==> config.mk <==
export PLATFORM = sky130hd
export DESIGN_NAME = dcod_top
export DESIGN_NICKNAME = d
export VERILOG_FILES = /design/src/rtl/dcod_pkg.sv /design/src/rtl/dcod_top.sv
export SDC_FILE = /design/constraint.sdc
export NUM_CORES = 1
export LEC_CHECK = 0
export BUFFER_PORTS_ARGS = -buffer_cell sky130_fd_sc_hd__buf_2
export CORE_MARGIN = 2
export CORE_UTILIZATION = 50
export DETAILED_ROUTE_END_ITERATION = 8
export PLACE_DENSITY = 0.84
export SLEW_MARGIN = 20
export SYNTH_ARGS = -nofsm -noshare
export SYNTH_HDL_FRONTEND = slang
export SYNTH_SLANG_ARGS = --single-unit
==> constraint.sdc <==
create_clock -name i_clk -period 4.26 [get_ports i_clk]
set_input_delay 0.852 -clock i_clk [delete_from_list [all_inputs] [get_ports i_clk]]
set_output_delay 0.852 -clock i_clk [all_outputs]
set_load 0.01 [all_outputs]
==> src/rtl/dcod_pkg.sv <==
// Shared constants and types of the driver configuration and OTP default bank
package dcod_pkg;
  // Register offsets (byte addresses on the plain register port)
  localparam logic [7:0] ADDR_OTP_PROG  = 8'h06;
  localparam logic [7:0] ADDR_OTP_READ  = 8'h07;
  localparam logic [7:0] ADDR_CLK_TRIM  = 8'h08;
  localparam logic [7:0] ADDR_SHORT     = 8'h09;
  localparam logic [7:0] ADDR_DRV_STAGE = 8'h0A;
  localparam logic [7:0] ADDR_SCALE     = 8'h0B;
  localparam logic [7:0] ADDR_OFFSET    = 8'h0C;
  localparam logic [7:0] ADDR_BLANK     = 8'h0D;

  // OTP byte bit map
  localparam int OTP_BLANK_BIT = 7;
  localparam int OTP_DEAD_BIT  = 6;
  localparam int OTP_SHORT_BIT = 5;
  localparam int OTP_TRIM_MSB  = 4;
  localparam int OTP_TRIM_LSB  = 0;

  // Power-up defaults selected by OTP bits
  localparam logic [1:0] BLANK_OTP0 = 2'h2;
  localparam logic [1:0] BLANK_OTP1 = 2'h1;
  localparam logic [3:0] DEAD_OTP0  = 4'h4;
  localparam logic [3:0] DEAD_OTP1  = 4'h2;
  localparam logic [3:0] SHORT_OTP0 = 4'h6;
  localparam logic [3:0] SHORT_OTP1 = 4'hC;

  // Driver stage config field positions
  localparam int ANA_LSB  = 0;
  localparam int ANA_MSB  = 4;
  localparam int DIG_LSB  = 8;
  localparam int DIG_MSB  = 11;
  localparam int OT_LSB   = 16;
  localparam int OT_MSB   = 17;
  localparam int GATE_LSB = 18;
  localparam int GATE_MSB = 19;
  localparam int FILT_LSB = 20;
  localparam int FILT_MSB = 21;
  // Short config field positions
  localparam int S2VS_LSB = 0;
  localparam int S2VS_MSB = 3;
  localparam int S2G_LSB  = 8;
  localparam int S2G_MSB  = 11;

  // Reset values of plain fields
  localparam logic [4:0] ANA_RST   = 5'h00;
  localparam logic [1:0] OT_RST    = 2'h0;
  localparam logic [1:0] GATE_RST  = 2'h0;
  localparam logic [1:0] FILT_RST  = 2'h0;
  localparam logic [7:0] SCALE_RST = 8'h00;
  localparam logic [8:0] SCALE_FULL = 9'h100;

  // Overtemperature select and gate drive setting codes
  localparam logic [1:0] OT_SEL_150 = 2'h0;
  localparam logic [1:0] OT_SEL_143 = 2'h1;
  localparam logic [1:0] OT_SEL_136 = 2'h2;
  localparam logic [1:0] GATE_SET_WEAK_TC = 2'h1;
  localparam logic [1:0] GATE_SET_MEDIUM  = 2'h2;

  // Sense filter times and their cycle counts at the core clock
  localparam int CLK_PERIOD_NS = 10;
  localparam int FILT_NS_0 = 100;
  localparam int FILT_NS_1 = 200;
  localparam int FILT_NS_2 = 300;
  localparam int FILT_NS_3 = 400;
  localparam int FILT_CYC_0 = (FILT_NS_0 + CLK_PERIOD_NS - 1) / CLK_PERIOD_NS;
  localparam int FILT_CYC_1 = (FILT_NS_1 + CLK_PERIOD_NS - 1) / CLK_PERIOD_NS;
  localparam int FILT_CYC_2 = (FILT_NS_2 + CLK_PERIOD_NS - 1) / CLK_PERIOD_NS;
  localparam int FILT_CYC_3 = (FILT_NS_3 + CLK_PERIOD_NS - 1) / CLK_PERIOD_NS;

  typedef enum logic [0:0] {ST_LOAD = 1'b0, ST_RUN = 1'b1} dcod_state_t;
  typedef enum logic [0:0] {DT_IDLE = 1'b0, DT_HOLD = 1'b1} dcod_dead_t;
  typedef enum logic [1:0] {
    GATE_WEAK   = 2'b00,
    GATE_MEDIUM = 2'b01,
    GATE_STRONG = 2'b10
  } dcod_gate_t;
endpackage : dcod_pkg

==> src/rtl/dcod_top.sv <==
// Driver stage configuration bank with OTP power-up defaults
//
// Contract
// - OTP bits start at 0; programming only sets bits, never clears.
// - OTP bit 7 picks blank time default: 0 gives 2, 1 gives 1.
// - OTP bit 6 picks digital dead time default: 0 gives 4, 1 gives 2.
// - OTP bit 5 sets both short levels default: 0 gives 6, 1 gives 12.
// - OTP bits 4..0 give the clock trim power-up value.
// - The OTP byte reads back unchanged at offset 0x07.
// - Dead time lasts 0..15 clocks or the analog delay, whichever longer; the active output stays high for count plus one, 1..16 clocks.
// - Overtemp select picks shutdown level; bridge returns after prewarning clears.
// - Gate drive: weak, weak then medium above prewarning, medium, strong.
// - Sense filter field selects 100, 200, 300 or 400 ns.
// - Global scaler: 0 means full scale, else value in 256ths.
// - Offset register returns phase A in upper, phase B in lower byte.
`timescale 1ns/1ns
module dcod_top #(
  parameter logic [7:0] OTP_INIT = 8'h00,
  parameter int         FILTER_W = 6
) (
  input  wire logic        i_clk,
  input  wire logic        i_reset,
  input  wire logic [7:0]  i_addr,
  input  wire logic [31:0] i_wdata,
  input  wire logic        i_wr,
  input  wire logic        i_rd,
  output logic      [31:0] o_rdata,
  input  wire logic [7:0]  i_offset_a,
  input  wire logic [7:0]  i_offset_b,
  input  wire logic        i_temp_150,
  input  wire logic        i_temp_143,
  input  wire logic        i_temp_136,
  input  wire logic        i_temp_120,
  input  wire logic        i_overtemp_prewarning,
  input  wire logic        i_bridge_switch,
  input  wire logic        i_analog_delay_done,
  output logic [1:0]          o_blank_time,
  output logic [3:0]          o_digital_dead_time_clocks,
  output logic [4:0]          o_analog_dead_time_delay,
  output logic [3:0]          o_short_to_ground_level,
  output logic [3:0]          o_short_to_supply_level,
  output logic [4:0]          o_clock_trim,
  output logic [1:0]          o_overtemp_level_select,
  output logic                o_bridge_disable,
  output logic [1:0]          o_gate_drive_level,
  output logic [FILTER_W-1:0] o_sense_filter_cycles,
  output logic [8:0]          o_current_scale,
  output logic                o_dead_time_active,
  output logic                o_config_ready
);

  // Refuse a filter count too narrow for the longest filter time
  if (FILTER_W < $clog2(dcod_pkg::FILT_CYC_3 + 1)) begin : g_chk
    $error("FILTER_W too small for the sense filter count");
  end

  dcod_pkg::dcod_state_t state_reg;
  dcod_pkg::dcod_dead_t  dt_state_reg;
  logic [7:0]  otp_reg;
  logic [1:0]  blank_reg;
  logic [3:0]  dig_reg;
  logic [4:0]  ana_reg;
  logic [3:0]  s2g_reg;
  logic [3:0]  s2vs_reg;
  logic [4:0]  trim_reg;
  logic [1:0]  ot_reg;
  logic [1:0]  gate_reg;
  logic [1:0]  filt_reg;
  logic [7:0]  scale_reg;
  logic [15:0] offset_reg;
  logic [3:0]  dt_cnt_reg;
  logic        analog_seen_reg;
  logic        bridge_off_reg;
  logic [1:0]          gate_lvl_reg;
  logic [FILTER_W-1:0] filt_cyc_reg;
  logic [8:0]          scale_out_reg;
  logic        dt_active_reg;
  logic [31:0] rdata_reg;

  // Address decode and write qualification
  wire run      = (state_reg == dcod_pkg::ST_RUN);
  wire wr_run   = i_wr && run;
  wire hit_prog = (i_addr == dcod_pkg::ADDR_OTP_PROG);
  wire hit_otp  = (i_addr == dcod_pkg::ADDR_OTP_READ);
  wire hit_trim = (i_addr == dcod_pkg::ADDR_CLK_TRIM);
  wire hit_shrt = (i_addr == dcod_pkg::ADDR_SHORT);
  wire hit_drv  = (i_addr == dcod_pkg::ADDR_DRV_STAGE);
  wire hit_scl  = (i_addr == dcod_pkg::ADDR_SCALE);
  wire hit_off  = (i_addr == dcod_pkg::ADDR_OFFSET);
  wire hit_blk  = (i_addr == dcod_pkg::ADDR_BLANK);

  // OTP derived power-up defaults
  wire [1:0] blank_dflt = otp_reg[dcod_pkg::OTP_BLANK_BIT] ?
                          dcod_pkg::BLANK_OTP1 : dcod_pkg::BLANK_OTP0;
  wire [3:0] dig_dflt   = otp_reg[dcod_pkg::OTP_DEAD_BIT] ?
                          dcod_pkg::DEAD_OTP1 : dcod_pkg::DEAD_OTP0;
  wire [3:0] shrt_dflt  = otp_reg[dcod_pkg::OTP_SHORT_BIT] ?
                          dcod_pkg::SHORT_OTP1 : dcod_pkg::SHORT_OTP0;
  wire [4:0] trim_dflt  = otp_reg[dcod_pkg::OTP_TRIM_MSB:dcod_pkg::OTP_TRIM_LSB];

  // OTP programming can only add ones
  wire [7:0] otp_next = (wr_run && hit_prog) ? (otp_reg | i_wdata[7:0]) : otp_reg;

  // One load cycle after reset, then normal operation
  always_ff @(posedge i_clk) begin
    if (i_reset) begin
      state_reg <= dcod_pkg::ST_LOAD;
      otp_reg   <= OTP_INIT;
    end else begin
      state_reg <= dcod_pkg::ST_RUN;
      otp_reg   <= otp_next;
    end
  end

  // Fields that take OTP defaults at load
  always_ff @(posedge i_clk) begin
    if (i_reset) begin
      blank_reg <= dcod_pkg::BLANK_OTP0;
      dig_reg   <= dcod_pkg::DEAD_OTP0;
      s2g_reg   <= dcod_pkg::SHORT_OTP0;
      s2vs_reg  <= dcod_pkg::SHORT_OTP0;
      trim_reg  <= 5'h00;
    end else if (!run) begin
      blank_reg <= blank_dflt;
      dig_reg   <= dig_dflt;
      s2g_reg   <= shrt_dflt;
      s2vs_reg  <= shrt_dflt;
      trim_reg  <= trim_dflt;
    end else if (i_wr) begin
      if (hit_blk) blank_reg <= i_wdata[1:0];
      if (hit_drv) dig_reg <= i_wdata[dcod_pkg::DIG_MSB:dcod_pkg::DIG_LSB];
      if (hit_shrt) s2g_reg <= i_wdata[dcod_pkg::S2G_MSB:dcod_pkg::S2G_LSB];
      if (hit_shrt) s2vs_reg <= i_wdata[dcod_pkg::S2VS_MSB:dcod_pkg::S2VS_LSB];
      if (hit_trim) trim_reg <= i_wdata[4:0];
    end
  end

  // Plain write-only fields with fixed resets
  always_ff @(posedge i_clk) begin
    if (i_reset) begin
      ana_reg   <= dcod_pkg::ANA_RST;
      ot_reg    <= dcod_pkg::OT_RST;
      gate_reg  <= dcod_pkg::GATE_RST;
      filt_reg  <= dcod_pkg::FILT_RST;
      scale_reg <= dcod_pkg::SCALE_RST;
    end else if (wr_run && hit_drv) begin
      ana_reg  <= i_wdata[dcod_pkg::ANA_MSB:dcod_pkg::ANA_LSB];
      ot_reg   <= i_wdata[dcod_pkg::OT_MSB:dcod_pkg::OT_LSB];
      gate_reg <= i_wdata[dcod_pkg::GATE_MSB:dcod_pkg::GATE_LSB];
      filt_reg <= i_wdata[dcod_pkg::FILT_MSB:dcod_pkg::FILT_LSB];
    end else if (wr_run && hit_scl) begin
      scale_reg <= i_wdata[7:0];
    end
  end

  // Selected overtemperature comparator
  wire ot_hit = (ot_reg == dcod_pkg::OT_SEL_150) ? i_temp_150 :
                (ot_reg == dcod_pkg::OT_SEL_143) ? i_temp_143 :
                (ot_reg == dcod_pkg::OT_SEL_136) ? i_temp_136 : i_temp_120;
  // Trip sets, release only once cooled below prewarning
  wire bridge_next = ot_hit ? 1'b1 :
                     (!i_overtemp_prewarning ? 1'b0 : bridge_off_reg);

  // Gate drive decode; weak+TC steps up above prewarning
  wire [1:0] gate_next =
    (gate_reg == dcod_pkg::GATE_SET_WEAK_TC) ?
      (i_overtemp_prewarning ? dcod_pkg::GATE_MEDIUM : dcod_pkg::GATE_WEAK) :
    (gate_reg == dcod_pkg::GATE_SET_MEDIUM) ? dcod_pkg::GATE_MEDIUM :
    (gate_reg == dcod_pkg::GATE_RST) ? dcod_pkg::GATE_WEAK :
    dcod_pkg::GATE_STRONG;

  // Sense filter time in core clock cycles
  wire [FILTER_W-1:0] filt_next =
    (filt_reg == 2'h0) ? FILTER_W'(dcod_pkg::FILT_CYC_0) :
    (filt_reg == 2'h1) ? FILTER_W'(dcod_pkg::FILT_CYC_1) :
    (filt_reg == 2'h2) ? FILTER_W'(dcod_pkg::FILT_CYC_2) :
    FILTER_W'(dcod_pkg::FILT_CYC_3);

  // Zero scaler means full scale
  wire [8:0] scale_next = (scale_reg == dcod_pkg::SCALE_RST) ?
                          dcod_pkg::SCALE_FULL : {1'b0, scale_reg};

  // Decoded stage controls, registered for clean outputs
  always_ff @(posedge i_clk) begin
    if (i_reset) begin
      bridge_off_reg <= 1'b0;
      gate_lvl_reg   <= dcod_pkg::GATE_WEAK;
      filt_cyc_reg   <= FILTER_W'(dcod_pkg::FILT_CYC_0);
      scale_out_reg  <= dcod_pkg::SCALE_FULL;
      offset_reg     <= 16'h0000;
    end else begin
      bridge_off_reg <= bridge_next;
      gate_lvl_reg   <= gate_next;
      filt_cyc_reg   <= filt_next;
      scale_out_reg  <= scale_next;
      offset_reg     <= {i_offset_a, i_offset_b};
    end
  end

  // Dead time: digital count and analog delay must both expire
  wire analog_ok = analog_seen_reg || i_analog_delay_done;
  wire dt_start  = (dt_state_reg == dcod_pkg::DT_IDLE) && i_bridge_switch && run;
  wire dt_done   = (dt_state_reg == dcod_pkg::DT_HOLD) && (dt_cnt_reg == 4'h0) &&
                   analog_ok;
  always_ff @(posedge i_clk) begin
    if (i_reset) begin
      dt_state_reg    <= dcod_pkg::DT_IDLE;
      dt_cnt_reg      <= 4'h0;
      analog_seen_reg <= 1'b0;
      dt_active_reg   <= 1'b0;
    end else begin
      case (dt_state_reg)
        dcod_pkg::DT_IDLE: begin
          if (dt_start) begin
            dt_state_reg    <= dcod_pkg::DT_HOLD;
            dt_cnt_reg      <= dig_reg;
            analog_seen_reg <= 1'b0;
            dt_active_reg   <= 1'b1;
          end
        end
        dcod_pkg::DT_HOLD: begin
          if (dt_done) begin
            dt_state_reg  <= dcod_pkg::DT_IDLE;
            dt_active_reg <= 1'b0;
          end else begin
            if (dt_cnt_reg != 4'h0) dt_cnt_reg <= dt_cnt_reg - 4'h1;
            if (i_analog_delay_done) analog_seen_reg <= 1'b1;
          end
        end
        default: dt_state_reg <= dcod_pkg::DT_IDLE;
      endcase
    end
  end

  // Read mux; write-only and unmapped offsets read as zero
  wire [31:0] rd_sel =
    hit_otp  ? {24'h000000, otp_reg} :
    hit_trim ? {27'h0, trim_reg} :
    hit_off  ? {16'h0000, offset_reg} : 32'h00000000;
  always_ff @(posedge i_clk) begin
    if (i_reset) begin
      rdata_reg <= 32'h00000000;
    end else begin
      rdata_reg <= i_rd ? rd_sel : 32'h00000000;
    end
  end

  // Outputs straight from flip-flops
  assign o_rdata                    = rdata_reg;
  assign o_blank_time               = blank_reg;
  assign o_digital_dead_time_clocks = dig_reg;
  assign o_analog_dead_time_delay   = ana_reg;
  assign o_short_to_ground_level    = s2g_reg;
  assign o_short_to_supply_level    = s2vs_reg;
  assign o_clock_trim               = trim_reg;
  assign o_overtemp_level_select    = ot_reg;
  assign o_bridge_disable           = bridge_off_reg;
  assign o_gate_drive_level         = gate_lvl_reg;
  assign o_sense_filter_cycles      = filt_cyc_reg;
  assign o_current_scale            = scale_out_reg;
  assign o_dead_time_active         = dt_active_reg;
  assign o_config_ready             = state_reg;
endmodule : dcod_top

---- Word level (Yosys, flattened, before mapping) ----
Cells that the tools add are included.
storage, ports and cells
  input port bits ......................... 67
  word-level logic and storage cells ...... 134
  bits in registers ....................... 120
  output and inout port bits .............. 78
cells by class
  muxes and demuxes ....................... 48
  reduce and logical (&&, ||, !) cells .... 29
  equality and inequality tests ........... 25
  bitwise operators ....................... 5
  $add $sub $neg .......................... 1
operators by type and width
  operator                                                          count
  4-bit two-way mux                                                 13
  8-bit by 4-bit == test with 1-bit output (second input constant)  6
  8-bit two-way mux                                                 3
  5-bit two-way mux                                                 4
  8-bit by 3-bit == test with 1-bit output (second input constant)  2
  1-bit two-way mux                                                 14
  2-bit two-way mux                                                 7
  2-bit by 1-bit != test with 1-bit output (second input constant)  7
  2-bit AND reduction                                               6
  9-bit two-way mux                                                 1
  1-bit logical AND                                                 8
  8-bit logical NOT                                                 1
  2-bit != test (second input constant)                             4
  8-bit OR                                                          1
  4-bit one-hot mux with 2 select lines                             1
  2-bit by 1-bit == test with 1-bit output (second input constant)  3
  2-bit == test (second input constant)                             3
  2-bit logical NOT                                                 3
  6-bit two-way mux                                                 1
  1-bit one-hot mux with 2 select lines                             3
  3-bit AND reduction                                               2
  2-bit OR reduction                                                3
  5-bit OR reduction                                                1
  4-bit logical NOT                                                 1
  7 further kinds                                                   10

---- Longest topological paths before layout ----
  depth after elaboration ................. 5
  mapped depth ............................ 6
  depth with buffers taken out ............ 6

---- Worst setup path before layout ----
OpenSTA, ideal clock, no wires.
  kind .................................... input-to-reg
  start point ............................. in i_addr[7]
  end point ............................... reg dig_reg[2], in the netlist o_digital_dead_time_clocks[2]
  library setup time ...................... 0.074 ns
  setup slack ............................. 1.796 ns
  buffers on the path ..................... 1
  data required time ...................... 4.186 ns
  data arrival time ....................... 2.389 ns
  stages .................................. 5
  cell sequence ........................... or4_4 -> buf_6 -> nor4_4 -> mux2_2 -> a31oi_1
between the ends
  cells in the longest elaborated chain, start to end .. 3
ends and longest elaborated chain
  what                                                line             text
  from (decl)                                         dcod_top.sv:23   input wire logic [7:0] i_addr,
  8-bit by 4-bit == test with 1-bit output            dcod_top.sv:87   wire hit_drv = (i_addr == dcod_pkg::ADDR_DRV_STAGE);
  2-bit by 1-bit != test with 1-bit output (no line)  -
  2-bit AND reduction (no line)                       -
  to (signal assigned)                                dcod_top.sv:119  dig_reg <= dcod_pkg::DEAD_OTP0;
  to (signal assigned)                                dcod_top.sv:125  dig_reg <= dig_dflt;
  to (signal assigned)                                dcod_top.sv:131  if (hit_drv) dig_reg <= i_wdata[dcod_pkg::DIG_MSB:dcod_pkg::DIG_LSB];
  to (decl)                                           dcod_top.sv:61   logic [3:0] dig_reg;
Every way passes these cells.
A chain may end at the register's enable or synchronous reset.

---- Worst setup path after layout ----
  start point ............................. in i_addr[7]
  end point ............................... reg rdata_reg[14], in the netlist o_rdata[14]
between the ends
  cells in the longest elaborated chain, start to end .. 3
  elaborated cells on any way between the ends .. 5
  classes of those cells .................. eq/ne: 3; bitwise: 1; reduce/logical: 1
ends and longest elaborated chain
  what                                      line             text
  8-bit by 4-bit == test with 1-bit output  dcod_top.sv:89   wire hit_off = (i_addr == dcod_pkg::ADDR_OFFSET);
  1-bit inverter (no line)                  -
  5-bit OR reduction (no line) *            -
  to (signal assigned)                      dcod_top.sv:244  rdata_reg <= i_rd ? rd_sel : 32'h00000000;
  to (decl)                                 dcod_top.sv:78   logic [31:0] rdata_reg;
Mark *: on every way between the ends. The rest lies on a longest branch, timed or not.

==> metrics.yaml <==
run_status:
  status: "completed"
final_layout:
  drive_gt1_share_pct: 30.5
  mostFrequentLayoutCells: "buf_2 (113), dfxtp_1 (102), nor2_1 (47)"
  multi_input_area_sq_um: 1680
  fin_area_sq_um: 4660
  layout.nets: 559
  register_area_sq_um: 2040
  fillers: 657
  layout.cells.non_filler: 593
  area_growth_pct: 19.5
  antenna_cells: 0
  final_common_cell: "buf_2"
  postLayoutCoreUtil_pct: 60.9
synth:
  synth_seq_cells: 102
  yosys_warnings: 0
  yosysSeqAreaShare_pct: 52.4
  avgSynthCellArea_sq_um: 10.3
  synth_flop_cell: "dfxtp_1"
  synth_cell_types: 47
  async_reset_ff_share_pct: 0
  synth-edff-count: 0
  synthesis.area_sq_um: 3900
  synthCells: 378
floorplanning:
  rows: 32
  initial_core_util_pct: 51.0
  die_x_microns: 92.3
  design.core.area_sq_um: 7650
  die-area_sq_um: 8520
  die_y_microns: 92.3
  ios: 145
critical_path:
  r2r_cells: 4
  cp_cell_sequence: "buf_2 > or4_4 > or2_1 > nor4_2 > and2_1"
  r2r_end: "scale_reg[6]"
  crit_slowest_cell: "or4_4"
  critPathKind: "input port to flop"
  path_buf_inv: 1
  cp_max_fo: 11
  r2r_slack_ns: 2.01
  critical-path-max-stage-delay_ns: 0.66
  reg2reg_from: "o_config_ready"
  startpoint: "i_addr[7]"
  cp-endpoint: "o_rdata[14]"
  cp-end-kind: "flop"
  crit_required_ns: 4.57
  startpoint_type: "input port"
  crit_cells: 5
  crit_family: "simple AND/OR/NAND/NOR gates"
  critPathArrivalTime_ns: 2.78
power_and_ir_drop:
  internal_power_mw: 1.25
  power.switching_uw: 452
  seq_power_share_pct: 57.9
  p_leak_nw: 2.02
  combinationalPowerShare_pct: 6.8
  irDropWorstVdd_mv: 0.267
  swShare_pct: 26.6
  p_per_area_nw_per_um2: 365
  p_total_mw: 1.70
  clockPowerShare_pct: 35.3
timing:
  tns_ns: 0
  fin_crit_ns: 2.46
  setup-violations-final: 0
  clock_skew_ns: 0.00674
  worst_pin_slew_ns: 0.950
  drv_slew: 0
  hold_viol: 0
  period_share_pct: 57.8
  rsz0062_at_grt: "no"
  max_freq_mhz: 406
  maxSlewHeadroom_pct: 36.6
global_route:
  antenna_found_initial: 0
  grt_overflow_total: 0
  grt_pass1_wl_microns: 13600
  grt_max_degree: 48
  grt_pass1_vias: 2854
  track_usage_pct: 20.6
clock_network:
  cts_buffer_depth: 2
  cts_tree: "built"
  ctsHoldBuffers: 0
  clk_latency_ns: 0.37
  htree_levels: 3
  post_cts_buffers: 0
  numCtsBuffers: 9
  numClockSinks: 102
  cts_root_buffer: "clkbuf_8"
  path_clk_slew_ns: 0.10
  cts_resized: 0
drt:
  wirelength_microns: 8550
  vias_per_cell: 5.06
  drt-initial-drc-count: 104
  num_vias: 3000
  wl_per_cell_microns: 14.4
  drc: 0
  first_pass_iters: 4
  drtAntennaViolNets: 0
placement:
  dp_hpwl_microns: 6160
  place_area_sq_um: 4460
  dp.cells: 577
  gp_congestion: 0.786
  io_buffer_count: 113
min_path:
  hp-class: "flop to flop"
  hold_path_depth: 1
job:
  cap_viol_max_count: 0
## final cells by class
class / instances / area share (%)
Timing Repair Buffer: 115 / 12.5
Tap cell: 102 / 2.74
Multi-Input combinational cell: 249 / 36.0
Sequential cell: 102 / 43.8
Clock buffer: 9 / 2.66
Inverter: 9 / 0.725
Clock inverter: 7 / 1.58
## cell families after synthesis
logic type                 count (synthesis)  synth area share, %
muxes                                     41                 10.9
DFF                                      102                 52.4
AOI/OAI and AO/OA                         48                 8.18
and+or+nand+nor                          137                 20.3
buffers and inverters                     43                 6.26
other                                      1               0.0962
adders and majority gates                  6                 1.92
## stage by stage
stage / worst slack, ns / hold WS, ns
floorplan: 1.80 / 0.406
global placement: 1.37 / 0.408
detailed placement: 1.38 / 0.416
CTS: 1.78 / 0.440
global route: 1.62 / 0.456
finish: 1.80 / 0.435
## worst min-delay path by stage
| stage | from | end | slack, ns |
|---|---|---|---|
| 2_1_floorplan | offset_reg[10] | o_rdata[10] | 0.41 |
| 3_3_place_gp | offset_reg[10] | o_rdata[10] | 0.41 |
| 3_5_place_dp | offset_reg[12] | o_rdata[12] | 0.42 |
| 4_1_cts | offset_reg[12] | o_rdata[12] | 0.44 |
| 5_1_grt | offset_reg[15] | o_rdata[15] | 0.46 |
| 6_report | offset_reg[12] | o_rdata[12] | 0.44 |
## worst reg2reg max path: stages, from the launching register on
cell and delay [ns]:
dfxtp_1 0.96, nand4b_1 0.33, nor3_4 0.52, mux2i_1 0.27, nor2_1 0.06
## synth_stat cells (all sizes together), types with 6 or more instances
master  number  share of area (%)
a211oi       7                1.5
a21oi       19                2.4
and2         9                1.4
buf         24                4.4
clkbuf      10               0.96
dfxtp      102                 52
ha           6                1.9
inv          8               0.77
mux2i       39                 10
nand2       18                1.7
nor2        47                4.5
nor2b       24                3.8
nor3         8                1.9
nor4         7                2.4
o21ai        9                1.6
## power by group through the flow
stage / Clock [mW] / Sequential [mW] / Combinational [mW]
after global placement: 0 / 1.01 / 0.111
final: 0.600 / 0.985 / 0.116
after global routing: 0.651 / 0.988 / 0.129
after CTS: 0.612 / 0.984 / 0.117
after floorplan: 0 / 1.00 / 0.0787
after detailed placement: 0 / 1.01 / 0.116
## layer usage
layer	global-route usage (%)	routed length, microns
met1	25.1	3460
met5	0	0
met2	34.3	4150
met3	6.43	776
met4	7.84	163
Power figures use the tool's default switching activity.
